[src/spimsp_map.vh]
// register offsets, field positions and reset values of the serial port
`ifndef SPIMSP_MAP_VH
`define SPIMSP_MAP_VH
`define SPIMSP_OFF_CTL1     8'h00
`define SPIMSP_OFF_CTL2     8'h04
`define SPIMSP_OFF_RATE     8'h08
`define SPIMSP_OFF_FLAG     8'h0c
`define SPIMSP_OFF_DATA     8'h10
`define SPIMSP_OFF_PORT     8'h14
`define SPIMSP_OFF_DIR      8'h18
`define SPIMSP_C1_IRQEN     7
`define SPIMSP_C1_ENABLE    6
`define SPIMSP_C1_ODRAIN    5
`define SPIMSP_C1_MASTER    4
`define SPIMSP_C1_CLOCK_POLARITY      3
`define SPIMSP_C1_CLOCK_PHASE      2
`define SPIMSP_C1_SELECT_OUTPUT_ENABLE      1
`define SPIMSP_C1_LSB_FIRST_SELECT      0
`define SPIMSP_FL_DONE      7
`define SPIMSP_FL_WRITE_COLLISION_FLAG      6
`define SPIMSP_FL_MODE_FAULT_FLAG      4
`define SPIMSP_PIN_MISO     0
`define SPIMSP_PIN_MOSI     1
`define SPIMSP_PIN_SCK      2
`define SPIMSP_PIN_SS       3
`define SPIMSP_RST_CTL1     8'h00
`define SPIMSP_RST_RATE     3'h0
`define SPIMSP_RST_DIR      4'h0
`define SPIMSP_LAST_EDGE    4'hf
`define SPIMSP_LAST_BIT     3'h7
`endif

[src/spimsp_sync.v]
// three-flop pin synchroniser, output follows once the last two stages agree
`default_nettype none
module spimsp_sync #(
   parameter INIT = 1'b0
) (
   input  wire pclk,
   input  wire presetn,
   input  wire pin_in,
   output wire level
);
   reg s1_ff;
   reg s2_ff;
   reg s3_ff;
   reg lvl_ff;
   always @(posedge pclk or negedge presetn) begin
      if (!presetn) begin
         s1_ff  <= INIT;
         s2_ff  <= INIT;
         s3_ff  <= INIT;
         lvl_ff <= INIT;
      end else begin
         s1_ff <= pin_in;
         s2_ff <= s1_ff;
         s3_ff <= s2_ff;
         if (s2_ff == s3_ff) begin
            lvl_ff <= s3_ff;
         end
      end
   end
   assign level = lvl_ff;
endmodule
`default_nettype wire

[src/spimsp_pin.v]
// registered driver of one shared port pin, push-pull or open-drain
`default_nettype none
module spimsp_pin #(
   parameter RST_OUT = 1'b0
) (
   input  wire pclk,
   input  wire presetn,
   input  wire port_own,
   input  wire port_drive,
   input  wire port_val,
   input  wire gp_dir,
   input  wire gp_val,
   input  wire odrain,
   output reg  pin_out,
   output reg  pin_oe
);
   wire drive;
   wire val;
   assign drive = port_own ? port_drive : gp_dir;
   assign val   = port_own ? port_val : gp_val;
   always @(posedge pclk or negedge presetn) begin
      if (!presetn) begin
         pin_out <= RST_OUT;
         pin_oe  <= 1'b0;
      end else begin
         // open-drain only pulls low
         pin_out <= odrain ? 1'b0 : val;
         pin_oe  <= odrain ? (drive & ~val) : drive;
      end
   end
endmodule
`default_nettype wire

[src/spimsp_top.v]
// serial peripheral port, master or slave, with APB register slave
// Function
// - master clock is bus clock divided 2..256
// - divider runs only during master transfers
// - eight shifts exchange both bytes in ring
// - written byte goes out, read returns received
// - inputs forced, outputs need direction bit
// - polarity bit sets idle clock level
// - phase bit picks sampling edge
// - select output low during each transfer
// - select pin function from direction and enable
// - bidirectional mode shares one data pin
// - single pin bit frees other data pin
// - interrupt on done or fault when enabled
// - enable clear resets, set claims pins
// - enable reads zero during mode fault
// - master bit reads zero during mode fault
// - wired-or bit makes pins open-drain
// - order bit picks msb or lsb first
// - done flag after eighth clock, cleared
// - select low in master sets fault when its direction bit is clear
// - write while busy blocked, collision flag
// - rate resets to divide by two
`include "spimsp_map.vh"
`default_nettype none
module spimsp_top (
   input  wire        pclk,
   input  wire        presetn,
   input  wire        psel,
   input  wire        penable,
   input  wire        pwrite,
   input  wire [7:0]  paddr,
   input  wire [31:0] pwdata,
   output reg  [31:0] prdata,
   output reg         pready,
   output reg         pslverr,
   output reg         irq,
   input  wire        miso_in,
   output wire        miso_out,
   output wire        miso_oe,
   input  wire        mosi_in,
   output wire        mosi_out,
   output wire        mosi_oe,
   input  wire        sck_in,
   output wire        sck_out,
   output wire        sck_oe,
   input  wire        ss_in,
   output wire        ss_out,
   output wire        ss_oe
);
   reg  [7:0] ctl_ff;
   reg        single_pin_mode_select_ff;
   reg  [2:0] spr_ff;
   reg  [3:0] dir_ff;
   reg  [3:0] gpo_ff;
   reg        done_ff;
   reg        write_collision_flag_ff;
   reg        mode_fault_flag_ff;
   reg        arm_done_ff;
   reg        arm_write_collision_flag_ff;
   reg        arm_mode_fault_flag_ff;
   reg  [7:0] rdbuf_ff;
   reg  [7:0] sh_ff;
   reg        dout_ff;
   reg        mbusy_ff;
   reg  [3:0] edge_ff;
   reg  [7:0] div_ff;
   reg        sck_ff;
   reg        sck_prev_ff;
   reg  [2:0] scnt_ff;
   reg  [31:0] nxt_rdata;
   reg        nxt_err;

   wire miso_s;
   wire mosi_s;
   wire sck_s;
   wire ss_s;
   spimsp_sync #(.INIT(1'b0)) u_sync_miso (.pclk(pclk), .presetn(presetn),
      .pin_in(miso_in), .level(miso_s));
   spimsp_sync #(.INIT(1'b0)) u_sync_mosi (.pclk(pclk), .presetn(presetn),
      .pin_in(mosi_in), .level(mosi_s));
   spimsp_sync #(.INIT(1'b0)) u_sync_sck (.pclk(pclk), .presetn(presetn),
      .pin_in(sck_in), .level(sck_s));
   spimsp_sync #(.INIT(1'b1)) u_sync_ss (.pclk(pclk), .presetn(presetn),
      .pin_in(ss_in), .level(ss_s));

   wire en    = ctl_ff[`SPIMSP_C1_ENABLE];
   wire master_select  = ctl_ff[`SPIMSP_C1_MASTER];
   wire clock_polarity  = ctl_ff[`SPIMSP_C1_CLOCK_POLARITY];
   wire clock_phase  = ctl_ff[`SPIMSP_C1_CLOCK_PHASE];
   wire select_output_enable  = ctl_ff[`SPIMSP_C1_SELECT_OUTPUT_ENABLE];
   wire lsb_first_select  = ctl_ff[`SPIMSP_C1_LSB_FIRST_SELECT];
   wire odr   = ctl_ff[`SPIMSP_C1_ODRAIN];
   wire ssdir = dir_ff[`SPIMSP_PIN_SS];

   // apb decode: answer is registered in the setup cycle
   wire setup = psel & ~penable;
   wire acc   = psel & penable & pready;
   wire wr    = acc & pwrite;
   wire rd    = acc & ~pwrite;
   wire wr_c1 = wr & (paddr == `SPIMSP_OFF_CTL1);
   wire wr_dr = wr & (paddr == `SPIMSP_OFF_DATA);
   wire rd_dr = rd & (paddr == `SPIMSP_OFF_DATA);
   wire rd_fl = rd & (paddr == `SPIMSP_OFF_FLAG);
   wire dr_acc = wr_dr | rd_dr;

   // master bit clock: half period is 2^rate bus cycles
   wire [7:0] div_lim = (8'h01 << spr_ff) - 8'h01;
   wire       tick    = mbusy_ff & (div_ff == div_lim);
   wire m_smp = tick & (edge_ff[0] == clock_phase);
   wire m_shf = tick & (edge_ff[0] != clock_phase);
   wire m_end = tick & (edge_ff == `SPIMSP_LAST_EDGE);

   // slave side works from the synchronised clock
   wire s_act  = en & ~master_select & ~ss_s;
   wire s_edge = s_act & (sck_s ^ sck_prev_ff);
   wire s_lead = sck_s ^ clock_polarity;
   wire s_smp  = s_edge & (s_lead ^ clock_phase);
   wire s_shf  = s_edge & ~(s_lead ^ clock_phase);
   wire s_end  = s_smp & (scnt_ff == `SPIMSP_LAST_BIT);

   // single pin mode moves the data input to the shared pin
   wire din   = master_select ? (single_pin_mode_select_ff ? mosi_s : miso_s)
                     : (single_pin_mode_select_ff ? miso_s : mosi_s);
   wire smp   = m_smp | s_smp;
   wire shf   = m_shf | s_shf;
   wire [7:0] sh_nxt = lsb_first_select ? {din, sh_ff[7:1]} : {sh_ff[6:0], din};
   wire top   = lsb_first_select ? sh_ff[0] : sh_ff[7];
   wire xend  = m_end | s_end;
   wire busy  = mbusy_ff | (s_act & (scnt_ff != 3'h0));
   wire fault = en & master_select & ~ssdir & ~ss_s;

   always @* begin
      nxt_rdata = 32'h0000_0000;
      nxt_err   = 1'b0;
      case (paddr)
         `SPIMSP_OFF_CTL1: begin
            nxt_rdata[7:0] = ctl_ff;
            nxt_rdata[`SPIMSP_C1_ENABLE] = en & ~mode_fault_flag_ff;
            nxt_rdata[`SPIMSP_C1_MASTER] = master_select & ~mode_fault_flag_ff;
         end
         `SPIMSP_OFF_CTL2: nxt_rdata[0] = single_pin_mode_select_ff;
         `SPIMSP_OFF_RATE: nxt_rdata[2:0] = spr_ff;
         `SPIMSP_OFF_FLAG: begin
            nxt_rdata[`SPIMSP_FL_DONE] = done_ff;
            nxt_rdata[`SPIMSP_FL_WRITE_COLLISION_FLAG] = write_collision_flag_ff;
            nxt_rdata[`SPIMSP_FL_MODE_FAULT_FLAG] = mode_fault_flag_ff;
         end
         `SPIMSP_OFF_DATA: nxt_rdata[7:0] = rdbuf_ff;
         `SPIMSP_OFF_PORT: nxt_rdata[3:0] =
            (dir_ff & gpo_ff) | (~dir_ff & {ss_s, sck_s, mosi_s, miso_s});
         `SPIMSP_OFF_DIR:  nxt_rdata[3:0] = dir_ff;
         default: nxt_err = 1'b1;
      endcase
   end

   always @(posedge pclk or negedge presetn) begin
      if (!presetn) begin
         prdata  <= 32'h0000_0000;
         pready  <= 1'b0;
         pslverr <= 1'b0;
      end else begin
         pready  <= setup;
         pslverr <= setup & nxt_err;
         if (setup) begin
            prdata  <= nxt_rdata;
         end
      end
   end

   // control registers
   always @(posedge pclk or negedge presetn) begin
      if (!presetn) begin
         ctl_ff  <= `SPIMSP_RST_CTL1;
         single_pin_mode_select_ff <= 1'b0;
         spr_ff  <= `SPIMSP_RST_RATE;
         dir_ff  <= `SPIMSP_RST_DIR;
         gpo_ff  <= 4'h0;
      end else begin
         if (wr_c1) begin
            ctl_ff <= pwdata[7:0];
         end
         if (wr & (paddr == `SPIMSP_OFF_CTL2)) begin
            single_pin_mode_select_ff <= pwdata[0];
         end
         if (wr & (paddr == `SPIMSP_OFF_RATE)) begin
            spr_ff <= pwdata[2:0];
         end
         if (wr & (paddr == `SPIMSP_OFF_PORT)) begin
            gpo_ff <= pwdata[3:0];
         end
         if (wr & (paddr == `SPIMSP_OFF_DIR)) begin
            dir_ff <= pwdata[3:0];
         end
         // a mode fault drops out of master and releases the driven pins
         if (fault) begin
            ctl_ff[`SPIMSP_C1_ENABLE] <= 1'b0;
            ctl_ff[`SPIMSP_C1_MASTER] <= 1'b0;
            dir_ff[3:1] <= 3'h0;
         end
      end
   end

   // flags: a set in the same cycle as its clear wins
   always @(posedge pclk or negedge presetn) begin
      if (!presetn) begin
         done_ff     <= 1'b0;
         write_collision_flag_ff     <= 1'b0;
         mode_fault_flag_ff     <= 1'b0;
         arm_done_ff <= 1'b0;
         arm_write_collision_flag_ff <= 1'b0;
         arm_mode_fault_flag_ff <= 1'b0;
         irq         <= 1'b0;
      end else begin
         if (rd_fl & prdata[`SPIMSP_FL_DONE]) begin
            arm_done_ff <= 1'b1;
         end else if (dr_acc) begin
            arm_done_ff <= 1'b0;
         end
         if (rd_fl & prdata[`SPIMSP_FL_WRITE_COLLISION_FLAG]) begin
            arm_write_collision_flag_ff <= 1'b1;
         end else if (dr_acc) begin
            arm_write_collision_flag_ff <= 1'b0;
         end
         if (rd_fl & prdata[`SPIMSP_FL_MODE_FAULT_FLAG]) begin
            arm_mode_fault_flag_ff <= 1'b1;
         end else if (wr_c1) begin
            arm_mode_fault_flag_ff <= 1'b0;
         end
         if (xend) begin
            done_ff <= 1'b1;
         end else if (dr_acc & arm_done_ff) begin
            done_ff <= 1'b0;
         end
         if (wr_dr & busy) begin
            write_collision_flag_ff <= 1'b1;
         end else if (dr_acc & arm_write_collision_flag_ff) begin
            write_collision_flag_ff <= 1'b0;
         end
         if (fault) begin
            mode_fault_flag_ff <= 1'b1;
         end else if (wr_c1 & arm_mode_fault_flag_ff) begin
            mode_fault_flag_ff <= 1'b0;
         end
         irq <= ctl_ff[`SPIMSP_C1_IRQEN] & (done_ff | mode_fault_flag_ff);
      end
   end

   // shift engine shared by master and slave
   always @(posedge pclk or negedge presetn) begin
      if (!presetn) begin
         sh_ff       <= 8'h00;
         rdbuf_ff    <= 8'h00;
         dout_ff     <= 1'b0;
         mbusy_ff    <= 1'b0;
         edge_ff     <= 4'h0;
         div_ff      <= 8'h00;
         sck_ff      <= 1'b0;
         sck_prev_ff <= 1'b0;
         scnt_ff     <= 3'h0;
      end else begin
         sck_prev_ff <= sck_s;
         if (!mbusy_ff | tick) begin
            div_ff <= 8'h00;
         end else begin
            div_ff <= div_ff + 8'h01;
         end
         if (!mbusy_ff) begin
            sck_ff <= clock_polarity;
         end else if (tick) begin
            sck_ff  <= ~sck_ff;
            edge_ff <= edge_ff + 4'h1;
         end
         if (smp) begin
            sh_ff <= sh_nxt;
         end
         if (shf) begin
            dout_ff <= top;
         end
         if (s_smp) begin
            scnt_ff <= scnt_ff + 3'h1;
         end
         if (xend) begin
            rdbuf_ff <= smp ? sh_nxt : sh_ff;
         end
         if (m_end) begin
            mbusy_ff <= 1'b0;
         end
         if (en & ~master_select & ss_s) begin
            scnt_ff <= 3'h0;
            dout_ff <= top;
         end
         if (wr_dr & ~busy) begin
            sh_ff   <= pwdata[7:0];
            dout_ff <= lsb_first_select ? pwdata[0] : pwdata[7];
            if (en & master_select & ~mode_fault_flag_ff) begin
               mbusy_ff <= 1'b1;
               edge_ff  <= 4'h0;
            end
         end
         // disabling or a fault stops and reinitialises the engine
         if (!en | fault) begin
            mbusy_ff <= 1'b0;
            edge_ff  <= 4'h0;
            scnt_ff  <= 3'h0;
         end
      end
   end

   // pin functions
   wire own_miso = en & ~(single_pin_mode_select_ff & master_select);
   wire own_mosi = en & ~(single_pin_mode_select_ff & ~master_select);
   wire own_ss   = en & ~(master_select & ssdir & ~select_output_enable);
   wire drv_miso = ~master_select & ~ss_s & dir_ff[`SPIMSP_PIN_MISO];
   wire drv_mosi = master_select & dir_ff[`SPIMSP_PIN_MOSI];
   wire drv_sck  = master_select & dir_ff[`SPIMSP_PIN_SCK];
   wire drv_ss   = master_select & ssdir & select_output_enable;

   spimsp_pin #(.RST_OUT(1'b0)) u_pin_miso (.pclk(pclk), .presetn(presetn),
      .port_own(own_miso), .port_drive(drv_miso), .port_val(dout_ff),
      .gp_dir(dir_ff[`SPIMSP_PIN_MISO]), .gp_val(gpo_ff[`SPIMSP_PIN_MISO]),
      .odrain(odr), .pin_out(miso_out), .pin_oe(miso_oe));
   spimsp_pin #(.RST_OUT(1'b0)) u_pin_mosi (.pclk(pclk), .presetn(presetn),
      .port_own(own_mosi), .port_drive(drv_mosi), .port_val(dout_ff),
      .gp_dir(dir_ff[`SPIMSP_PIN_MOSI]), .gp_val(gpo_ff[`SPIMSP_PIN_MOSI]),
      .odrain(odr), .pin_out(mosi_out), .pin_oe(mosi_oe));
   spimsp_pin #(.RST_OUT(1'b0)) u_pin_sck (.pclk(pclk), .presetn(presetn),
      .port_own(en), .port_drive(drv_sck), .port_val(sck_ff),
      .gp_dir(dir_ff[`SPIMSP_PIN_SCK]), .gp_val(gpo_ff[`SPIMSP_PIN_SCK]),
      .odrain(odr), .pin_out(sck_out), .pin_oe(sck_oe));
   spimsp_pin #(.RST_OUT(1'b1)) u_pin_ss (.pclk(pclk), .presetn(presetn),
      .port_own(own_ss), .port_drive(drv_ss), .port_val(~mbusy_ff),
      .gp_dir(ssdir), .gp_val(gpo_ff[`SPIMSP_PIN_SS]),
      .odrain(odr), .pin_out(ss_out), .pin_oe(ss_oe));
endmodule
`default_nettype wire

[config.mk]
export PLATFORM = sky130hd
export DESIGN_NAME = spimsp_top
export DESIGN_NICKNAME = d
export VERILOG_FILES = /design/src/spimsp_sync.v /design/src/spimsp_pin.v /design/src/spimsp_top.v
export VERILOG_INCLUDE_DIRS = /design/src /design/src/src
export SDC_FILE = /design/constraint.sdc
export NUM_CORES = 1
export LEC_CHECK = 0
export ABC_CLOCK_PERIOD_IN_PS = 4300
export BUFFER_PORTS_ARGS = -buffer_cell sky130_fd_sc_hd__buf_4
export CORE_MARGIN = 2
export CORE_UTILIZATION = 60
export DETAILED_ROUTE_END_ITERATION = 16
export HOLD_SLACK_MARGIN = 0.03
export PLACE_DENSITY = 0.85
export SYNTH_ARGS = -nofsm -noshare
export SYNTH_HDL_FRONTEND = slang
export SYNTH_SLANG_ARGS = --single-unit
[constraint.sdc]
create_clock -name pclk -period 4.3 [get_ports pclk]
set_input_delay 0.86 -clock pclk [delete_from_list [all_inputs] [get_ports pclk]]
set_output_delay 0.86 -clock pclk [all_outputs]
set_load 0.02 [all_outputs]
==> impl_summary.txt, run 1 <==
----------------------------------------------------
[Outcome]
  Outcome ... complete, no violations

[STA]
  Worst-Margin Slew ... 0.888 ns
  Fin crit period ... 2.99 ns
  Clock Skews ... 0.0200 ns
  Slew headroom ... 40.8%
  Summed negative setup slack over all endpoints ... 0 ns
  Final Slew Violations ... 0
  Endpoints failing setup ... 0
  Hold violation total from the final report ... 0
  Max Clk Rate ... 0.334 GHz
  Unrepaired setup endpoints after global routing ... no
  Part of the cycle the worst path needs ... 69.6%

[Logic synthesis]
  Cells after synthesis ... 471
  Top cells by count, synth ... sky130_fd_sc_hd__dfrtp_1 (91), sky130_fd_sc_hd__nand2_1 (39), sky130_fd_sc_hd__nor2_1 (33), sky130_fd_sc_hd__nand3_1 (28), sky130_fd_sc_hd__buf_4 (25)
  Synth Cell Area ... 4860 um2
  Flip-flop and latch count after synthesis ... 96
  Async set-reset flop share out of synthesis ... 100%
  Leading cell types by total area after synthesis ... sky130_fd_sc_hd__dfrtp_1 (47%), sky130_fd_sc_hd__buf_4 (3.9%), sky130_fd_sc_hd__mux2_2 (3.7%)
  Cell type contributing the most total cell area after synthesis ... sky130_fd_sc_hd__dfrtp_1
  Count of yosys warnings during synthesis ... 0
  Cell with the most instances after synthesis ... sky130_fd_sc_hd__dfrtp_1
  Share of the yosys chip area belonging to registers ... 49.5%
  Synth cell types ... 63
  Area share of the leading cell type in the synthesized netlist ... 46.8%
  Top_reg_cell synth ... sky130_fd_sc_hd__dfrtp_1
  Synthesized area divided by synthesized cell count ... 10.3 um2
  Number of enable flip-flop cells after synthesis ... 0

[Cells and area]
  Layout Nets ... 563
  Cell area after layout ... 5360 um2
  Post-Route Utilization ... 68.7%
  Area added between synthesis and finish ... 10.3%
  Layout cells sized above 1 ... 19.5%
  Ant. Diodes ... 0

[Critical path]
  Worst r2r dst ... sh_ff[4]$_DFF_PN0_
  Crit path capture type ... flip-flop
  Data arrival time at the worst-slack endpoint ... 3.23 ns
  Worst Path Required ... 4.54 ns
  Kind of launch point of the worst setup path ... flip-flop
  Worst reg2reg path startpoint ... spr_ff[2]$_DFFE_PN0P_
  Biggest fanout along the worst timing path ... 13
  R2R depth ... 9
  Slack of the worst reg-to-reg path ... 1.31 ns
  Worst Path Class, Setup ... flip-flop to flip-flop

[Detailed routing]
  Number of nets still failing antenna checks after routing ... 0
  Pre-Repair DR Iteration Count ... 6
  Routed WL ... 10.8 mm
  Number of remaining DRC errors ... 0
  Vias per cell ... 6.18
  Routed length per instance ... 17.5 um
  Detailed-route via count ... 3801
  1st-iter DRT viols ... 334

[Hold path]
  Worst hold start ... u_sync_sck.s1_ff$_DFF_PN0_
  Path class of the lowest-slack min-delay path ... flip-flop to flip-flop
  Sink of the worst hold path ... u_sync_sck.s2_ff$_DFF_PN0_
  Cell depth of the worst min-delay path ... 0

[Power]
  Largest voltage drop on the vdd net ... 0.237 mV
  P per Cell Area ... 306 nW/um2
  LEAKAGE ... 2.45 nW

[Floorplan]
  Area of the die ... 8840 um2
  Row cnt ... 32
  Starting utilization of the core area ... 62.3%
  Horizontal extent of the die ... 94.0 um
  Number of ports placed on the die boundary ... 92
  Core Region ... 7810 um2
  Die Height ... 94.0 um

[Clock tree]
  Quantity of gates resized following cts ... 0
  Clock latency at the later pin of the worst-skew pair ... 0.37 ns
  Maximum buffer depth of the clock tree ... 2
  Buffer cell driving the clock tree root ... sky130_fd_sc_hd__clkbuf_8
  Clock tree from TritonCTS ... done
  Hold-fix buffers, CTS ... 0
  Total clock sinks ... 96
  # Post-CTS Setup Buffers ... 0
  Depth of the CTS H-tree ... 3
  Clock transition at path regs ... 0.10 ns
  Clock buffers created by TritonCTS ... 9

[Place]
  Final Wtd Congestion ... 0.916
  # port buffers ... 43
  Total placed instance area ... 5170 um2
  Post-DP HPWL ... 7.74 mm

[Global route]
  Overflow left after global routing ... 0
  Antenna violations before repair ... 0
  Maximum number of pins on one net before global-route repair ... 72
  Global-route usage over all layers ... 25.2%
  Vias in the first global route ... 3450
  Wire length of the first global-routing pass ... 17.0 mm

[Run]
  Max-cap violations ... 0

----------------------------------------------------
-- kinds of logic (layout without fill, tap and decap cells) --
family / after synthesis / after routing / share of synthesized area (%)
other: 1 / 24 / 0.0771
buffers and inverters: 60 / 79 / 6.74
and+or+nand+nor: 168 / 168 / 17.7
muxes: 26 / 26 / 6.02
xor gates and xnor gates: 15 / 15 / 2.70
adders and majority gates: 10 / 10 / 2.37
DFF: 96 / 96 / 49.5
AOI/OAI and AO/OA: 95 / 95 / 14.9
-- where the power goes --
group          internal (mW)  leakage [nW]  switching (mW)
logic                 0.0381          1.14          0.0749
registers              0.923          1.22          0.0149
clock network          0.272        0.0968           0.320
total                   1.23          2.45           0.410
-- per-layer routing --
layer / share of wire (%) / GRT usage, % / vias up
li1: - / - / 1722
met3: 8.7 / 4.17 / 35
met4: 2.6 / 11.8 / 0
met2: 48 / 38.9 / 211
met1: 41 / 35.1 / 1833
met5: 0 / 0 / -
-- registers in the layout (all words and copies together), names as in the netlist, 3 cells and up --
name / count
div_ff: 8
sh_ff: 8
spr_ff: 3
prdata: 8
ctl_ff: 8
gpo_ff: 4
edge_ff: 4
dir_ff: 4
rdbuf_ff: 8
scnt_ff: 3
-- area by class of cell --
type                            count  area, um2
Tap cell                          102        128
Clock buffer                       10        128
Sequential cell                    96       2410
Clock inverter                      6       68.8
Multi-Input combinational cell    338       2210
Timing Repair Buffer               49        368
Inverter                           14       52.6
Fill cell                         578       2440
-- critical path, cell delays in order (launching register included) --
cell and delay, ns:
sky130_fd_sc_hd__dfrtp_1 0.54, sky130_fd_sc_hd__nor2_1 0.24, sky130_fd_sc_hd__nand2_1 0.08, sky130_fd_sc_hd__ha_1 0.28, sky130_fd_sc_hd__xor2_1 0.26, sky130_fd_sc_hd__nand4_1 0.22
sky130_fd_sc_hd__a211oi_4 0.35, sky130_fd_sc_hd__nand4_2 0.35, sky130_fd_sc_hd__a221oi_2 0.41, sky130_fd_sc_hd__o31ai_1 0.14
-- layout by cell type, fill, tap and decap left out, types with 13 or more instances in the layout --
cell type / n
sky130_fd_sc_hd__dfrtp_1: 91
sky130_fd_sc_hd__buf_4: 49
sky130_fd_sc_hd__nand2_1: 39
sky130_fd_sc_hd__nor2_1: 33
sky130_fd_sc_hd__nand3_1: 28
sky130_fd_sc_hd__conb_1: 24
sky130_fd_sc_hd__a21oi_1: 17
sky130_fd_sc_hd__mux2_2: 16
sky130_fd_sc_hd__o21ai_0: 14
sky130_fd_sc_hd__o31ai_1: 14
sky130_fd_sc_hd__inv_1: 13
-- worst max path at each step --
stage          slack, ns  cells past startpoint                  start                    end
2_1_floorplan       1.57                      5               paddr[1]  dir_ff[0]$_DFFE_PN0P_
3_3_place_gp        1.27                      7               paddr[1]    dout_ff$_DFFE_PN0P_
3_5_place_dp        1.19                      7               paddr[1]    dout_ff$_DFFE_PN0P_
4_1_cts             1.35                      9  spr_ff[2]$_DFFE_PN0P_     sh_ff[4]$_DFF_PN0_
5_1_grt             1.15                      9  spr_ff[2]$_DFFE_PN0P_     sh_ff[1]$_DFF_PN0_
6_report            1.31                      9  spr_ff[2]$_DFFE_PN0P_     sh_ff[4]$_DFF_PN0_
-- through the flow --
stage | hold WS, ns | total power, mW | cells | setup slack, ns
global placement | 0.333 | 1.07 | 599 | 1.27
global route | 0.363 | 1.70 | 615 | 1.15
finish | 0.352 | 1.64 | 615 | 1.31
detailed placement | 0.337 | 1.07 | 599 | 1.19
floorplan | 0.331 | 1.02 | 494 | 1.57
CTS | 0.356 | 1.65 | 615 | 1.35
(Power assumes the default switching activity.)
==> run 2: changes to the inputs <==
ABC_CLOCK_PERIOD_IN_PS = 3000   (was 4300)
CORE_UTILIZATION = 56   (was 60)
PLACE_DENSITY = 0.8   (was 0.85)
clock period = 3 ns   (was 4.3 ns; I/O delays follow)
==> run 2 against run 1 <==
Final cell count up 1.1%. Fmax up 9.4%. Worst hold slack worse by 0.13 ns. Largest power group unchanged. Highest routed layer unchanged.
==> impl_summary.txt, run 2 (same netlist as run 1, synthesis figures left out) <==
----------------------------------------------------
[Outcome]
  Outcome ... complete, no violations

[STA]
  Slew headroom ... 54.2%
  Max Clk Rate ... 0.365 GHz
  Hold violation total from the final report ... 0
  Unrepaired setup endpoints after global routing ... no
  Final Slew Violations ... 0
  Summed negative setup slack over all endpoints ... 0 ns
  Hold WS ... 0.225 ns
  Clock Skews ... 0.00776 ns
  Endpoints failing setup ... 0
  Smallest setup slack after layout ... 0.263 ns
  Fin crit period ... 2.74 ns
  Part of the cycle the worst path needs ... 91.2%
  Worst-Margin Slew ... 0.687 ns

[Power]
  Fraction of power spent switching nets ... 24.0%
  Power share of the clock group ... 37.7%
  P per Cell Area ... 447 nW/um2
  Reported net switching power ... 582 uW
  LEAKAGE ... 2.48 nW
  Largest voltage drop on the vdd net ... 0.290 mV
  Comb power frac ... 6.8%
  Total internal power ... 1.84 mW
  Design Power ... 2.42 mW
  Part of the power in registers ... 55.5%

[Place]
  Cell count after placement ... 607
  Total placed instance area ... 5210 um2
  Post-DP HPWL ... 8.03 mm
  # port buffers ... 43
  Dpl ws ... 0.341 ns
  Final Wtd Congestion ... 0.914

[Global route]
  Most heavily used metal layer in global routing ... met2
  Wire length of the first global-routing pass ... 18.5 mm
  Overflow left after global routing ... 0
  Global Route met1 Usage ... 33.5%
  Met3 global-route usage ... 5.61%
  Global-route usage over all layers ... 24.7%
  Antenna violations before repair ... 0
  Maximum number of pins on one net before global-route repair ... 48
  Vias in the first global route ... 3717
  GR met2 Demand/Resource ... 38.6%

[Clock tree]
  Hold-fix buffers, CTS ... 0
  # Post-CTS Setup Buffers ... 0
  Total clock sinks ... 96
  Maximum buffer depth of the clock tree ... 2
  Clock transition at path regs ... 0.09 ns
  Clock tree from TritonCTS ... done
  Quantity of gates resized following cts ... 0
  Clock buffers created by TritonCTS ... 9
  Clock latency at the later pin of the worst-skew pair ... 0.37 ns
  Depth of the CTS H-tree ... 3
  Buffer cell driving the clock tree root ... sky130_fd_sc_hd__clkbuf_8

[Cells and area]
  Most frequent cells in the layout ... sky130_fd_sc_hd__dfrtp_1 (91), sky130_fd_sc_hd__buf_4 (54), sky130_fd_sc_hd__nand2_1 (39)
  Ant. Diodes ... 0
  Most common cell after layout, fill and taps aside ... sky130_fd_sc_hd__dfrtp_1
  Layout Nets ... 568
  Post-route non-filler standard cell count ... 622
  Area of the multi-input gates ... 2210 um2
  FF/Latch Area ... 2410 um2
  Layout cells sized above 1 ... 20.3%
  Area added between synthesis and finish ... 11.5%
  Cell area after layout ... 5420 um2
  Number of fillers in the final layout ... 632
  Post-Route Utilization ... 65.3%

[Critical path]
  Slowest stage cell on the critical path ... sky130_fd_sc_hd__o211ai_1
  Kind of launch point of the worst setup path ... flip-flop
  Worst Path Class, Setup ... flip-flop to flip-flop
  Worst setup path start ... spr_ff[1]$_DFFE_PN0P_
  Worst Path Required ... 3.25 ns
  Slowest cell delay on critical path ... 0.46 ns
  Biggest fanout along the worst timing path ... 8
  Worst reg2reg path startpoint ... spr_ff[1]$_DFFE_PN0P_
  Crit path capture type ... flip-flop
  Data arrival time at the worst-slack endpoint ... 2.99 ns
  Cells along the critical path ... nor2_1 -> nand2_1 -> ha_1 -> nor2_1 -> nand2_1 -> o211ai_1 -> nand4_2 -> a221oi_2 -> o31ai_1

[Floorplan]
  Horizontal extent of the die ... 97.2 um
  Core Region ... 8300 um2
  Area of the die ... 9440 um2
  Starting utilization of the core area ... 58.6%
  Die Height ... 97.2 um
  Row cnt ... 33
  Number of ports placed on the die boundary ... 92

[Detailed routing]
  Routed length per instance ... 17.9 um
  Number of remaining DRC errors ... 0
  Number of nets still failing antenna checks after routing ... 0
  Vias per cell ... 6.06
  Routed WL ... 11.2 mm
  Detailed-route via count ... 3770
  Pre-Repair DR Iteration Count ... 8
  1st-iter DRT viols ... 288

[Run]
  Max-cap violations ... 0

[Hold path]
  Path class of the lowest-slack min-delay path ... primary input to asynchronous set/reset pin

----------------------------------------------------
-- run 2: cell type report --
| class | instances | area share, % |
|---|---|---|
| Clock buffer | 9 | 2.29 |
| Timing Repair Buffer | 54 | 7.48 |
| Clock inverter | 6 | 1.57 |
| Multi-Input combinational cell | 338 | 40.8 |
| Inverter | 14 | 0.970 |
| Tap cell | 105 | 2.42 |
| Sequential cell | 96 | 44.5 |
-- run 2: layer usage --
layer  routed length, um  vias up  share of wire [%]
met5                   0        -                  0
met4                 265        0                2.4
met3                 891       30                8.0
met2                5200      185                 47
met1                4800     1836                 43
li1                    -     1719                  -
-- run 2: critical path, delay by kind of cell (launching register included) --
family | cells | cell delay, ns
flip-flops | 1 | 0.38
adder cells (fa/ha/maj) | 1 | 0.28
AO/OA/AOI/OAI | 3 | 1.03
AND/OR/NAND/NOR | 5 | 0.93
-- run 2: worst paths after layout --
check / slack, ns / end / depth (start not counted)
setup / recovery: 0.26 / sh_ff[1]$_DFF_PN0_ / 9
hold / removal: 0.22 / u_pin_sck.pin_out$_DFF_PN0_ / 1
setup reg to reg: 0.26 / sh_ff[1]$_DFF_PN0_ / 9
hold reg to reg: 0.36 / u_sync_ss.s2_ff$_DFF_PN1_ / 0
max in group asynchronous: 1.91 / u_sync_ss.level$_DFFE_PN1N_ / 2
min in group pclk: 0.33 / u_sync_sck.s1_ff$_DFF_PN0_ / 1
-- run 2: power by group through the flow --
stage	logic, mW	registers (mW)	clock network (mW)
2_1_floorplan	0.0935	1.37	0
3_3_place_gp	0.162	1.37	0
5_1_grt	0.180	1.35	0.975
4_1_cts	0.165	1.34	0.924
3_5_place_dp	0.165	1.37	0
6_report	0.165	1.35	0.912
==> run 3: changes to the inputs <==
BUFFER_PORTS_ARGS = not set   (was -buffer_cell sky130_fd_sc_hd__buf_4)
CORE_UTILIZATION = 63   (was 56)
DONT_BUFFER_PORTS = 1   (was not set)
PLACE_DENSITY = 0.79   (was 0.8)
==> run 3 against run 2 <==
Non-clock buffer count shrank 45. Global-route usage up 1.9 points. Flip-flop and latch count did not move. Worst hold slack worse by 0.16 ns. Critical path type unchanged.
==> impl_summary.txt, run 3 (same netlist as run 1, synthesis figures left out) <==
----------------------------------------------------
[Clock tree]
  Maximum buffer depth of the clock tree ... 2
  Total clock sinks ... 96
  Hold-fix buffers, CTS ... 1
  Buffer cell driving the clock tree root ... sky130_fd_sc_hd__clkbuf_8
  Depth of the CTS H-tree ... 3
  Clock latency at the later pin of the worst-skew pair ... 0.37 ns
  # Post-CTS Setup Buffers ... 0
  Clock tree from TritonCTS ... done
  Clock transition at path regs ... 0.09 ns
  Quantity of gates resized following cts ... 0
  Clock buffers created by TritonCTS ... 9

[Detailed routing]
  1st-iter DRT viols ... 271
  Pre-Repair DR Iteration Count ... 7
  Vias per cell ... 6.23
  Routed WL ... 10.5 mm
  Routed length per instance ... 18.3 um
  Number of nets still failing antenna checks after routing ... 0
  Number of remaining DRC errors ... 0
  Detailed-route via count ... 3585

[Cells and area]
  Layout cells sized above 1 ... 12.7%
  Post-route non-filler standard cell count ... 575
  Layout Nets ... 523
  Number of fillers in the final layout ... 597
  Most common cell after layout, fill and taps aside ... sky130_fd_sc_hd__dfrtp_1
  Most frequent cells in the layout ... sky130_fd_sc_hd__dfrtp_1 (91), sky130_fd_sc_hd__nand2_1 (39), sky130_fd_sc_hd__nor2_1 (33)
  Area added between synthesis and finish ... 5.25%
  Ant. Diodes ... 0

[Power]
  Fraction of power spent switching nets ... 23.5%
  Design Power ... 2.42 mW
  Power share of the clock group ... 39.5%
  Comb power frac ... 4.4%
  Largest voltage drop on the vdd net ... 0.332 mV
  Part of the power in registers ... 56.1%
  Total internal power ... 1.85 mW
  Reported net switching power ... 567 uW
  LEAKAGE ... 2.28 nW
  P per Cell Area ... 473 nW/um2

[Global route]
  Wire length of the first global-routing pass ... 17.4 mm
  Maximum number of pins on one net before global-route repair ... 92
  Antenna violations before repair ... 0
  Global-route usage over all layers ... 26.6%
  Overflow left after global routing ... 0
  Vias in the first global route ... 3440

[STA]
  Max Clk Rate ... 0.373 GHz
  Hold violation total from the final report ... 0
  Endpoints failing setup ... 0
  Slew headroom ... 54.1%
  Clock Skews ... 0.0161 ns
  Summed negative setup slack over all endpoints ... 0 ns
  Unrepaired setup endpoints after global routing ... no
  Worst-Margin Slew ... 0.689 ns
  Hold WS ... 0.0672 ns
  Fin crit period ... 2.68 ns
  Part of the cycle the worst path needs ... 89.3%
  Final Slew Violations ... 0

[Place]
  Post-DP HPWL ... 7.29 mm
  Cell count after placement ... 558
  Final Wtd Congestion ... 0.940
  # port buffers ... 0

[Critical path]
  Data arrival time at the worst-slack endpoint ... 2.92 ns
  Kind of launch point of the worst setup path ... flip-flop
  Crit path capture type ... flip-flop
  Worst Path Required ... 3.24 ns
  Worst Path Class, Setup ... flip-flop to flip-flop
  Cells along the critical path ... nor2_1 -> nand2_1 -> ha_1 -> xor2_1 -> nand4_1 -> a211oi_4 -> nand4_2 -> a221oi_2 -> o31ai_1
  Critical path's top delay family ... compound AO/OA/AOI/OAI gates
  Number of buffers and inverters on the critical path ... 0
  Slowest stage cell on the critical path ... sky130_fd_sc_hd__a221oi_2
  Biggest fanout along the worst timing path ... 8
  Slowest cell delay on critical path ... 0.40 ns

[Floorplan]
  Die Height ... 91.8 um
  Number of ports placed on the die boundary ... 92
  Horizontal extent of the die ... 91.8 um
  Area of the die ... 8430 um2
  Core Region ... 7610 um2
  Row cnt ... 32
  Starting utilization of the core area ... 63.9%

[Outcome]
  Outcome ... complete, no violations

[Run]
  Max-cap violations ... 0

[Hold path]
  Path class of the lowest-slack min-delay path ... primary input to asynchronous set/reset pin

----------------------------------------------------
==> run 3: cell types whose count changed in the layout (fill, tap and decap cells not counted), sizes merged <==
cell and delta:
clkinv -2, inv +2, clkbuf +2, clkinvlp -1
buf -45
==> run 3: power groups by stage <==
stage | clock (mW) | combinational [mW] | sequential [mW]
after floorplan | 0 | 0.0935 | 1.37
after global placement | 0 | 0.0759 | 1.38
after detailed placement | 0 | 0.0788 | 1.38
after CTS | 0.974 | 0.108 | 1.36
after global routing | 1.03 | 0.120 | 1.36
final | 0.955 | 0.107 | 1.36
==> run 3: cell type report <==
cell class              instances  area [um2]  share of cell area [%]
well taps                     102         128                    2.49
clock buffers                  11         141                    2.76
clock inverters                 5        87.6                    1.71
multi-input cells             338        2210                    43.2
flip-flops and latches         96        2410                    47.1
repair buffers                  9        87.6                    1.71
inverters                      14        52.6                    1.03
==> run 3: through the flow <==
step / instance area (um2) / utilization (%) / setup slack, ns
finish: 5120 / 67.3 / 0.320
global route: 5120 / 67.3 / 0.0202
CTS: 5120 / 67.3 / 0.314
detailed placement: 4860 / 63.9 / 0.358
global placement: 4860 / 63.9 / 0.414
floorplan: 4950 / - / 0.421
==> run 3: final timing paths <==
path	cells past startpoint	end	startpoint	slack [ns]
max in group asynchronous	1	ctl_ff[5]$_DFFE_PN0P_	presetn	2.51
worst max register to register	9	sh_ff[1]$_DFF_PN0_	spr_ff[1]$_DFFE_PN0P_	0.32
worst min-delay path	0	u_pin_ss.pin_out$_DFF_PN1_	presetn	0.07
min in group pclk	0	u_sync_ss.s1_ff$_DFF_PN1_	ss_in	0.23
worst max-delay path	9	sh_ff[1]$_DFF_PN0_	spr_ff[1]$_DFFE_PN0P_	0.32
worst min register to register	0	u_sync_miso.s2_ff$_DFF_PN0_	u_sync_miso.s1_ff$_DFF_PN0_	0.35
==> run 3: metal layers <==
layer	wire length, um	vias to the layer above	part of all wire [%]	track usage (%)
li1	-	1636	-	-
met1	4500	1739	43	36.1
met2	4920	178	47	40.6
met3	801	32	7.6	7.23
met4	330	0	3.1	11.6
met5	0	-	0	0
